[config.mk]
export PLATFORM = sky130hd
export DESIGN_NAME = lpc_ctrl
export DESIGN_NICKNAME = d
export VERILOG_FILES = /design/src/inc/lpc_pkg.sv /design/src/inc/lpc_core_if.sv /design/src/hw/lpc_sync.sv /design/src/hw/lpc_timer.sv /design/src/hw/lpc_ctrl.sv
export SDC_FILE = /design/constraint.sdc
export NUM_CORES = 1
export LEC_CHECK = 0
export ABC_AREA = 1
export BUFFER_PORTS_ARGS = -buffer_cell sky130_fd_sc_hd__buf_2
export CORE_UTILIZATION = 30
export DETAILED_ROUTE_END_ITERATION = 7
export PLACE_DENSITY_LB_ADDON = 0.3
export REMOVE_ABC_BUFFERS = 1
export SYNTH_ARGS = -nofsm -noshare
export SYNTH_HDL_FRONTEND = slang
export SYNTH_SLANG_ARGS = --single-unit
[constraint.sdc]
create_clock -name sys_clk_in -period 7.8 [get_ports sys_clk_in]
set_input_delay 1.17 -clock sys_clk_in [delete_from_list [all_inputs] [get_ports sys_clk_in]]
set_output_delay 1.17 -clock sys_clk_in [all_outputs]
set_load 0.1 [all_outputs]
[src/inc/lpc_pkg.sv]
// Purpose: Shared constants for the low power control block
// Assumes: 32-bit register bus, byte addresses, one word per register
// Notes:   Offsets, status, event and pin field positions, register reset values and the timer divider live here
`default_nettype none
package lpc_pkg;
   // Register bus geometry
   localparam int          LPC_ADDR_W      = 5;
   localparam int          LPC_DATA_W      = 32;
   localparam int          LPC_BE_W        = 4;
   // Register byte offsets
   localparam logic [4:0]  LPC_OFS_STATUS  = 5'h00;
   localparam logic [4:0]  LPC_OFS_CONTROL = 5'h04;
   localparam logic [4:0]  LPC_OFS_STATE   = 5'h08;
   localparam logic [4:0]  LPC_OFS_IRQ_ST  = 5'h0C;
   localparam logic [4:0]  LPC_OFS_IRQ_MSK = 5'h10;
   localparam logic [4:0]  LPC_OFS_TIMER   = 5'h14;
   // Processor status register fields
   localparam int          LPC_IE_BIT      = 0;
   localparam int          LPC_EXL_BIT     = 1;
   localparam int          LPC_ERL_BIT     = 2;
   localparam int          LPC_IM_LSB      = 8;
   localparam int          LPC_IM_W        = 6;
   localparam int          LPC_RP_BIT      = 27;
   localparam logic [31:0] LPC_STATUS_RST  = 32'h0000_0004;
   localparam logic [31:0] LPC_STATUS_WMSK = 32'h0800_3F07;
   // Control register command bits, each acts on a write of one
   localparam int          LPC_CTL_DBG_RET = 0;
   localparam int          LPC_CTL_EXC_RET = 1;
   // Interrupt status and mask layout
   localparam int          LPC_EV_W        = 4;
   localparam int          LPC_EV_SLEEP    = 0;
   localparam int          LPC_EV_WAKE     = 1;
   localparam int          LPC_EV_EXC      = 2;
   localparam int          LPC_EV_DBG      = 3;
   localparam logic [3:0]  LPC_EV_RST      = 4'h0;
   // Sampled pin vector layout
   localparam int          LPC_PIN_W       = 10;
   localparam int          LPC_PIN_NMI     = 6;
   localparam int          LPC_PIN_SRST    = 7;
   localparam int          LPC_PIN_CRST    = 8;
   localparam int          LPC_PIN_DINT    = 9;
   // Timer: core clock cycles per timer count
   localparam int          LPC_TIMER_W     = 32;
   localparam logic [7:0]  LPC_TIMER_DIV   = 8'h02;
endpackage
`default_nettype wire

[src/inc/lpc_core_if.sv]
// Purpose: Carries sampled pins and timer state to the control logic
// Assumes: All signals on sys_clk_in
// Notes:   Pins here are already past two flip-flops
`timescale 1ns/1ps
`default_nettype none
interface lpc_core_if;
   import lpc_pkg::*;
   logic [LPC_PIN_W-1:0]   pin;
   logic [LPC_TIMER_W-1:0] timer_count;
   logic                   timer_tick;
   modport sync_mp  (output pin);
   modport timer_mp (output timer_count, output timer_tick);
   modport ctrl_mp  (input pin, input timer_count, input timer_tick);
endinterface
`default_nettype wire

[src/hw/lpc_sync.sv]
// Purpose: Two flip-flop synchroniser for the wake and interrupt pins
// Assumes: Pins are asynchronous to sys_clk_in
// Notes:   First stage feeds only the second stage
`timescale 1ns/1ps
`default_nettype none
module lpc_sync
   import lpc_pkg::*;
(
   // Clock and reset
   input  wire logic                 sys_clk_in,
   input  wire logic                 rst_in,
   // Raw pins
   input  wire logic [LPC_PIN_W-1:0] pin_in,
   // Sampled pins
   lpc_core_if.sync_mp               core
);
   logic [LPC_PIN_W-1:0] meta_reg;
   logic [LPC_PIN_W-1:0] sync_reg;

   // One pair of flip-flops per pin
   genvar g;
   generate
      for (g = 0; g < LPC_PIN_W; g++) begin : g_bit
         always_ff @(posedge sys_clk_in or posedge rst_in) begin
            if (rst_in) begin
               meta_reg[g] <= 1'b0;
               sync_reg[g] <= 1'b0;
            end else begin
               meta_reg[g] <= pin_in[g];
               sync_reg[g] <= meta_reg[g];
            end
         end
      end
   endgenerate

   assign core.pin = sync_reg;
endmodule
`default_nettype wire

[src/hw/lpc_timer.sv]
// Purpose: Free-running internal timer with its own rate divider
// Assumes: Never gated; keeps counting while the core sleeps
// Notes:   timer_tick is a one-cycle enable pulse
`timescale 1ns/1ps
`default_nettype none
module lpc_timer
   import lpc_pkg::*;
(
   // Clock and reset
   input  wire logic sys_clk_in,
   input  wire logic rst_in,
   // Timer state
   lpc_core_if.timer_mp core
);
   logic [7:0]             div_reg;
   logic [LPC_TIMER_W-1:0] count_reg;
   logic                   tick_reg;
   wire                    div_wrap = (div_reg == LPC_TIMER_DIV - 8'h01);

   // Divider produces the tick, counter advances one cycle later
   always_ff @(posedge sys_clk_in or posedge rst_in) begin
      if (rst_in) begin
         div_reg   <= 8'h00;
         tick_reg  <= 1'b0;
         count_reg <= 32'h0000_0000;
      end else begin
         div_reg   <= div_wrap ? 8'h00 : div_reg + 8'h01;
         tick_reg  <= div_wrap;
         if (tick_reg) begin
            count_reg <= count_reg + 32'h0000_0001;
         end
      end
   end

   assign core.timer_count = count_reg;
   assign core.timer_tick  = tick_reg;
endmodule
`default_nettype wire

[src/hw/lpc_ctrl.sv]
// Purpose: Power-management pins, wait sleep sequencing and its registers
// Assumes: wait_at_mem_in and bus_idle_in come from core logic on sys_clk_in
// Notes:   Registers on Avalon-MM; waitrequest drops one cycle after a request
//
// The Avalon-MM slave port and the register offsets were chosen for this implementation.
`timescale 1ns/1ps
`default_nettype none
// How it works
// - reduce_power_out mirrors status bit 27.
// - exception_level_out mirrors status bit 1.
// - error_level_out mirrors status bit 2.
// - debug_mode_out is high while in debug mode, entered on debug interrupt.
// - A taken interrupt, even asleep, sets the exception-level bit and pin.
// - Wait at memory stage with idle bus stops clocks and freezes pipeline.
// - Wait with busy bus stalls until idle, then stops clocks.
// - Timer and wake pins keep running while clocks are stopped.
// - Enabled interrupt, NMI, debug interrupt or reset ends wait sleep.
// - sleep_out stays high for the whole wait sleep.
module lpc_ctrl
   import lpc_pkg::*;
(
   // Clock and reset
   input  wire logic                  sys_clk_in,
   input  wire logic                  rst_in,
   // Register bus
   input  wire logic [LPC_ADDR_W-1:0] avs_address_in,
   input  wire logic                  avs_read_in,
   input  wire logic                  avs_write_in,
   input  wire logic [LPC_DATA_W-1:0] avs_writedata_in,
   input  wire logic [LPC_BE_W-1:0]   avs_byteenable_in,
   output logic      [LPC_DATA_W-1:0] avs_readdata_out,
   output logic                       avs_waitrequest_out,
   // Core pipeline
   input  wire logic                  wait_at_mem_in,
   input  wire logic                  bus_idle_in,
   output logic                       core_clk_en_out,
   output logic                       pipe_freeze_out,
   // Wake and interrupt pins
   input  wire logic [LPC_IM_W-1:0]   int_req_in,
   input  wire logic                  nmi_in,
   input  wire logic                  soft_reset_in,
   input  wire logic                  cold_reset_in,
   input  wire logic                  debug_interrupt_in,
   // Power-management pins
   output logic                       reduce_power_out,
   output logic                       exception_level_out,
   output logic                       error_level_out,
   output logic                       debug_mode_out,
   output logic                       sleep_out,
   // Interrupt
   output logic                       irq_out
);
   typedef enum logic [1:0] {LPC_RUN, LPC_STALL, LPC_SLEEP} lpc_state_e;

   lpc_core_if core ();

   lpc_sync u_sync (
      .sys_clk_in (sys_clk_in),
      .rst_in     (rst_in),
      .pin_in     ({debug_interrupt_in, cold_reset_in, soft_reset_in, nmi_in, int_req_in}),
      .core       (core.sync_mp)
   );

   lpc_timer u_timer (
      .sys_clk_in (sys_clk_in),
      .rst_in     (rst_in),
      .core       (core.timer_mp)
   );

   lpc_state_e      state_reg;
   lpc_state_e      state_next;
   logic [31:0]     status_reg;
   logic [31:0]     status_next;
   logic            debug_reg;
   logic            debug_next;
   logic [3:0]      irq_st_reg;
   logic [3:0]      irq_st_next;
   logic [3:0]      irq_msk_reg;
   logic [3:0]      irq_msk_next;
   logic            nmi_d_reg;
   logic            dint_d_reg;
   logic            wait_reg;
   logic [31:0]     rdata_reg;
   logic            sleep_reg;
   logic            clk_en_reg;
   logic            freeze_reg;
   logic            irq_reg;

   // Bus decode; a write lands at the edge where waitrequest is seen low
   wire        bus_req  = avs_read_in | avs_write_in;
   wire        wr_go    = avs_write_in & ~wait_reg;
   wire [31:0] be_mask  = {{8{avs_byteenable_in[3]}}, {8{avs_byteenable_in[2]}},
                           {8{avs_byteenable_in[1]}}, {8{avs_byteenable_in[0]}}};
   wire [31:0] wdata_m  = avs_writedata_in & be_mask;
   wire        wr_stat  = wr_go & (avs_address_in == LPC_OFS_STATUS);
   wire        wr_ctl   = wr_go & (avs_address_in == LPC_OFS_CONTROL);
   wire        wr_ist   = wr_go & (avs_address_in == LPC_OFS_IRQ_ST);
   wire        wr_imsk  = wr_go & (avs_address_in == LPC_OFS_IRQ_MSK);
   wire [31:0] stat_wm  = be_mask & LPC_STATUS_WMSK;

   // Wake sources from the sampled pins
   wire [LPC_IM_W-1:0] int_pend = core.pin[LPC_IM_W-1:0]
                                  & status_reg[LPC_IM_LSB +: LPC_IM_W];
   wire int_take  = (|int_pend) & status_reg[LPC_IE_BIT] & ~status_reg[LPC_EXL_BIT]
                    & ~status_reg[LPC_ERL_BIT] & ~debug_reg;
   wire nmi_rise  = core.pin[LPC_PIN_NMI] & ~nmi_d_reg;
   wire dint_rise = core.pin[LPC_PIN_DINT] & ~dint_d_reg;
   wire rst_req   = core.pin[LPC_PIN_SRST] | core.pin[LPC_PIN_CRST];
   wire err_take  = nmi_rise | rst_req;
   wire wake      = int_take | nmi_rise | dint_rise | rst_req;

   // Read selection; unmapped offsets read as zero
   wire [31:0] state_word = {6'h00, core.pin, 11'h000, clk_en_reg, bus_idle_in,
                             debug_reg, freeze_reg & ~sleep_reg, sleep_reg};
   wire [31:0] rd_mux =
      (avs_address_in == LPC_OFS_STATUS)  ? status_reg :
      (avs_address_in == LPC_OFS_STATE)   ? state_word :
      (avs_address_in == LPC_OFS_IRQ_ST)  ? {28'h0000000, irq_st_reg} :
      (avs_address_in == LPC_OFS_IRQ_MSK) ? {28'h0000000, irq_msk_reg} :
      (avs_address_in == LPC_OFS_TIMER)   ? core.timer_count : 32'h0000_0000;

   // Wait sleep sequencer
   always_comb begin
      state_next = state_reg;
      unique case (state_reg)
         LPC_RUN: begin
            if (wait_at_mem_in && bus_idle_in) begin
               state_next = LPC_SLEEP;
            end else if (wait_at_mem_in) begin
               state_next = LPC_STALL;
            end
         end
         LPC_STALL: begin
            if (bus_idle_in) begin
               state_next = LPC_SLEEP;
            end
         end
         LPC_SLEEP: begin
            if (wake) begin
               state_next = LPC_RUN;
            end
         end
         default: state_next = LPC_RUN;
      endcase
   end

   // Status register: software write, then hardware sets win
   always_comb begin
      status_next = status_reg;
      if (wr_stat) begin
         status_next = (status_reg & ~stat_wm) | (wdata_m & stat_wm);
      end
      if (wr_ctl && wdata_m[LPC_CTL_EXC_RET]) begin
         status_next[LPC_EXL_BIT] = 1'b0;
      end
      if (int_take) begin
         status_next[LPC_EXL_BIT] = 1'b1;
      end
      if (err_take) begin
         status_next[LPC_ERL_BIT] = 1'b1;
      end
      if (rst_req) begin
         status_next[LPC_RP_BIT] = 1'b0;
      end
   end

   // Debug mode: entry wins over a return in the same cycle
   assign debug_next = dint_rise | (debug_reg & ~(wr_ctl & wdata_m[LPC_CTL_DBG_RET]));

   // Sticky events, write one to clear, set wins over clear
   wire [3:0] ev_set = {dint_rise & ~debug_reg, int_take,
                        (state_reg == LPC_SLEEP) & wake,
                        (state_reg != LPC_SLEEP) & (state_next == LPC_SLEEP)};
   assign irq_st_next  = (irq_st_reg & ~(wr_ist ? wdata_m[3:0] : 4'h0)) | ev_set;
   assign irq_msk_next = wr_imsk ? wdata_m[3:0] : irq_msk_reg;

   // Control state and interrupt registers
   always_ff @(posedge sys_clk_in or posedge rst_in) begin
      if (rst_in) begin
         state_reg   <= LPC_RUN;
         status_reg  <= LPC_STATUS_RST;
         debug_reg   <= 1'b0;
         irq_st_reg  <= LPC_EV_RST;
         irq_msk_reg <= LPC_EV_RST;
         irq_reg     <= 1'b0;
         nmi_d_reg   <= 1'b0;
         dint_d_reg  <= 1'b0;
      end else begin
         state_reg   <= state_next;
         status_reg  <= status_next;
         debug_reg   <= debug_next;
         irq_st_reg  <= irq_st_next;
         irq_msk_reg <= irq_msk_next;
         irq_reg     <= |(irq_st_next & irq_msk_next);
         nmi_d_reg   <= core.pin[LPC_PIN_NMI];
         dint_d_reg  <= core.pin[LPC_PIN_DINT];
      end
   end

   // Clock gate and sleep flags switch on the same edge; freeze rises already on entry to the stall
   always_ff @(posedge sys_clk_in or posedge rst_in) begin
      if (rst_in) begin
         sleep_reg  <= 1'b0;
         clk_en_reg <= 1'b1;
         freeze_reg <= 1'b0;
      end else begin
         sleep_reg  <= (state_next == LPC_SLEEP);
         clk_en_reg <= (state_next != LPC_SLEEP);
         freeze_reg <= (state_next != LPC_RUN);
      end
   end

   // Bus answer: waitrequest low for one cycle after a request is seen
   always_ff @(posedge sys_clk_in or posedge rst_in) begin
      if (rst_in) begin
         wait_reg  <= 1'b1;
         rdata_reg <= 32'h0000_0000;
      end else begin
         wait_reg <= ~(bus_req & wait_reg);
         if (bus_req && wait_reg) begin
            rdata_reg <= rd_mux;
         end
      end
   end

   // Pins straight from flip-flops
   assign reduce_power_out    = status_reg[LPC_RP_BIT];
   assign exception_level_out = status_reg[LPC_EXL_BIT];
   assign error_level_out     = status_reg[LPC_ERL_BIT];
   assign debug_mode_out      = debug_reg;
   assign sleep_out           = sleep_reg;
   assign core_clk_en_out     = clk_en_reg;
   assign pipe_freeze_out     = freeze_reg;
   assign irq_out             = irq_reg;
   assign avs_readdata_out    = rdata_reg;
   assign avs_waitrequest_out = wait_reg;
endmodule
`default_nettype wire

==> summary.txt <==
Global route
  • Largest net degree at the start of global routing: 74
  • Gr ovfl total: 0
  • Vias in the first global route: 4046
  • Initial antenna violation count: 0
  • First-pass GRT wire length: about 21000 µm
  • Gr usage total: roughly 16%

Outcome
  • Status: finished clean

Floorplan
  • Core area: about 0.017 mm²
  • # IOs: a little under 100
  • Starting Density: just over 30%
  • Die width: roughly 140 µm
  • Cell row count: 48
  • Die height: approximately 140 µm
  • Die Area: 0.0185 mm²

Critical path
  • CP arrival: about 1.4 ns
  • CP peak stage delay: approximately 0.55 ns
  • RR Endpoint: avs_readdata_out[15]
  • Required time worst endpoint: 6.63 ns
  • Crit start category: flip-flop
  • CP max FO: 3
  • Endpoint class of the critical path: primary output
  • R2R setup slack: between 5 and 6 ns
  • Critical-path cell list: buf_2
  • Top Family by Delay on Critical Path: flip-flops
  • R2r worst-path depth: 5
  • Worst Setup Path Type: reg2out
  • CP max-delay cell: dfstp_2
  • Critical R2R Launch: avs_waitrequest_out
  • Worst path bufs/invs: 1

Routing
  • Antenna viol nets, final: 0
  • Number of vias per cell: between 4 and 5
  • Routed WL: 13100 µm
  • DRC viols: 0
  • Vias post-DR: around 4200
  • DRT iter0 DRCs: ~280
  • DR pass1 iterations: 5
  • Wire per inst: 13.8 µm

Clock network
  • Clock Latency Late Sink: around 0.42 ns
  • H-Tree Depth: 4
  • Clock Sinks: ~120
  • PostCTS Resize Cnt: 0
  • Cts bufs inserted: 17
  • Post-CTS Setup Bufs: 0
  • Clock transition at the registers of the reported paths: 0.06 ns
  • Clock root buffer: clkbuf_16
  • CTS max path bufs: 2
  • TritonCTS clock tree: yes
  • Hold buffers post-CTS: 0

Finish
  • Inserted Diodes: 0
  • Layout area overhead: 23.1%
  • # fillers: around 1800
  • Commonest non-fill, non-tap cell in the layout: nand2_1
  • Area of the multi-input gates: slightly above 0.002 mm²
  • Commonest cells after routing, fill and taps aside: 207 x nand2_1, 118 x dfrtp_1, 75 x buf_2
  • Reg area: between 0.003 and 0.004 mm²
  • Non-filler cells, final: 944
  • Final Cell Area: between 0.006 and 0.007 mm²
  • Layout cells sized above 1: just under 20%
  • Nets: roughly 770

Yosys
  • Most used DFF post-synth: dfrtp_1
  • Seq/Total Area, Yosys: between 50% and 60%
  • Area share of and/or/nand/nor cells after synthesis: 28.4%
  • Area share of fa/ha/maj cells after synthesis: less than 1%
  • Share of flip-flops with an asynchronous set or reset: 100%
  • Post-synthesis register bit count: 121
  • Compound-Gate Fraction of Synth Area: under 10%
  • Mean Syn Cell Area: 8.70 µm²
  • Main combinational cell family by area after synthesis: simple AND/OR/NAND/NOR gates
  • Post-synth EDFFs: 0
  • Gate Count Post-Synth: 618
  • Synth Area in XOR/XNOR: approximately 4.6%
  • Synth cell types: 29
  • Netlist Area Pre-Place: 0.00537 mm²
  • Mux cell area share after synthesis: 0%
  • Synth Warn #: 0

Timing
  • Clock Skew: just over 0.008 ns
  • Post-route minimum period: between 2 and 3 ns
  • Max-Slew Margin vs Limit: 36.8%
  • Setup Viol. Count Final: 0
  • Worst-margin pin slew: 0.949 ns
  • Worst hold slack: ~0.34 ns
  • Fmax: between 0.3 and 0.4 GHz
  • Setup_tns: 0 ns
  • RSZ-0062 raised after global routing: false
  • Max Slew Vio Count: 0
  • Hold Fails Final Rpt: 0
  • Crit share post-route: between 30% and 40%

Pwr
  • PwrDens: roughly 250 mW/mm²
  • Total power: between 1500 and 2000 µW
  • Leakage: about 0.0033 µW
  • Maximum vdd drop: ~0.16 mV

Hold path
  • Worst Min Path Start: u_sync.meta_reg[0]
  • HP Class: reg2reg
  • Hold depth: 0
  • Hold Path End: u_sync.core.pin[0]

Place
  • Cell Area, Placed: around 0.0060 mm²
  • Cells after DPL: between 900 and 1000
  • PortBufs: 75
  • Dpl hpwl: 9710 µm
  • Routability cong.: 0.877

Flow run
  • Max-capacitance violation count: 0
==> where the power goes <==
group | internal (µW) | switching, µW
registers | 656 | 15.3
logic | 32.9 | 168
clock network | 488 | 293
total | 1180 | 476
==> worst max path at each step <==
stage	to	cells past startpoint	start
after global placement	avs_readdata_out[6]	6	avs_write_in
final	avs_waitrequest_out	1	avs_waitrequest_out
after global routing	avs_readdata_out[21]	9	avs_address_in[2]
after CTS	avs_waitrequest_out	1	avs_waitrequest_out
after detailed placement	avs_readdata_out[15]	6	avs_write_in
after floorplan	asynchronous set/reset pin	1	rst_in
==> layout make-up <==
cell class	instances	area share (%)
Inverter	62	3.56
Clock inverter	13	2.14
Clock buffer	19	6.85
Sequential cell	121	45.8
Timing Repair Buffer	77	5.90
Tap cell	225	4.26
Multi-Input combinational cell	427	31.4
==> logic make-up (layout without fill, tap and decap cells) <==
logic type / Yosys count / after routing
compound gates: 52 / 52
xor+xnor: 28 / 28
fa+ha+maj: 3 / 3
buf+inv: 70 / 171
flops: 121 / 121
simple gates: 344 / 344
==> synthesized netlist by cell type (2+ instances only) <==
master	n	share of area (%)
nor2_1	57	4.0
nor3_2	4	0.75
buf_2	3	0.28
clkbuf_1	5	0.35
o22ai_1	2	0.23
nand4_1	9	1.0
xor2_1	24	3.9
nor3_1	9	0.84
nand2_1	207	14
o21ai_0	29	2.7
inv_1	56	3.9
nor2_4	8	1.7
nand3_1	38	3.5
ha_1	3	0.70
nand2_2	3	0.35
dfrtp_1	118	55
nor2_2	4	0.47
a21oi_1	16	1.5
o21ai_1	3	0.28
inv_2	6	0.42
dfstp_2	3	1.5
xnor2_1	4	0.65
==> metal layers <==
layer / wire length (µm) / vias up / share of wire (%) / track usage [%]
li1: - / 2136 / - / -
met5: 0 / - / 0 / 0
met4: 124 / 0 / 0.95 / 5.99
met2: 6070 / 81 / 46 / 23.7
met3: 515 / 9 / 3.9 / 3.62
met1: 6360 / 1972 / 49 / 21.6
==> through the flow <==
stage | utilization (%) | setup WS [ns]
after floorplan | - | 3.42
after global placement | 34.6 | 4.82
after detailed placement | 34.6 | 4.79
after CTS | 38.0 | 5.20
after global routing | 38.0 | 5.10
final | 38.0 | 5.23
(Power assumes the default switching activity.)
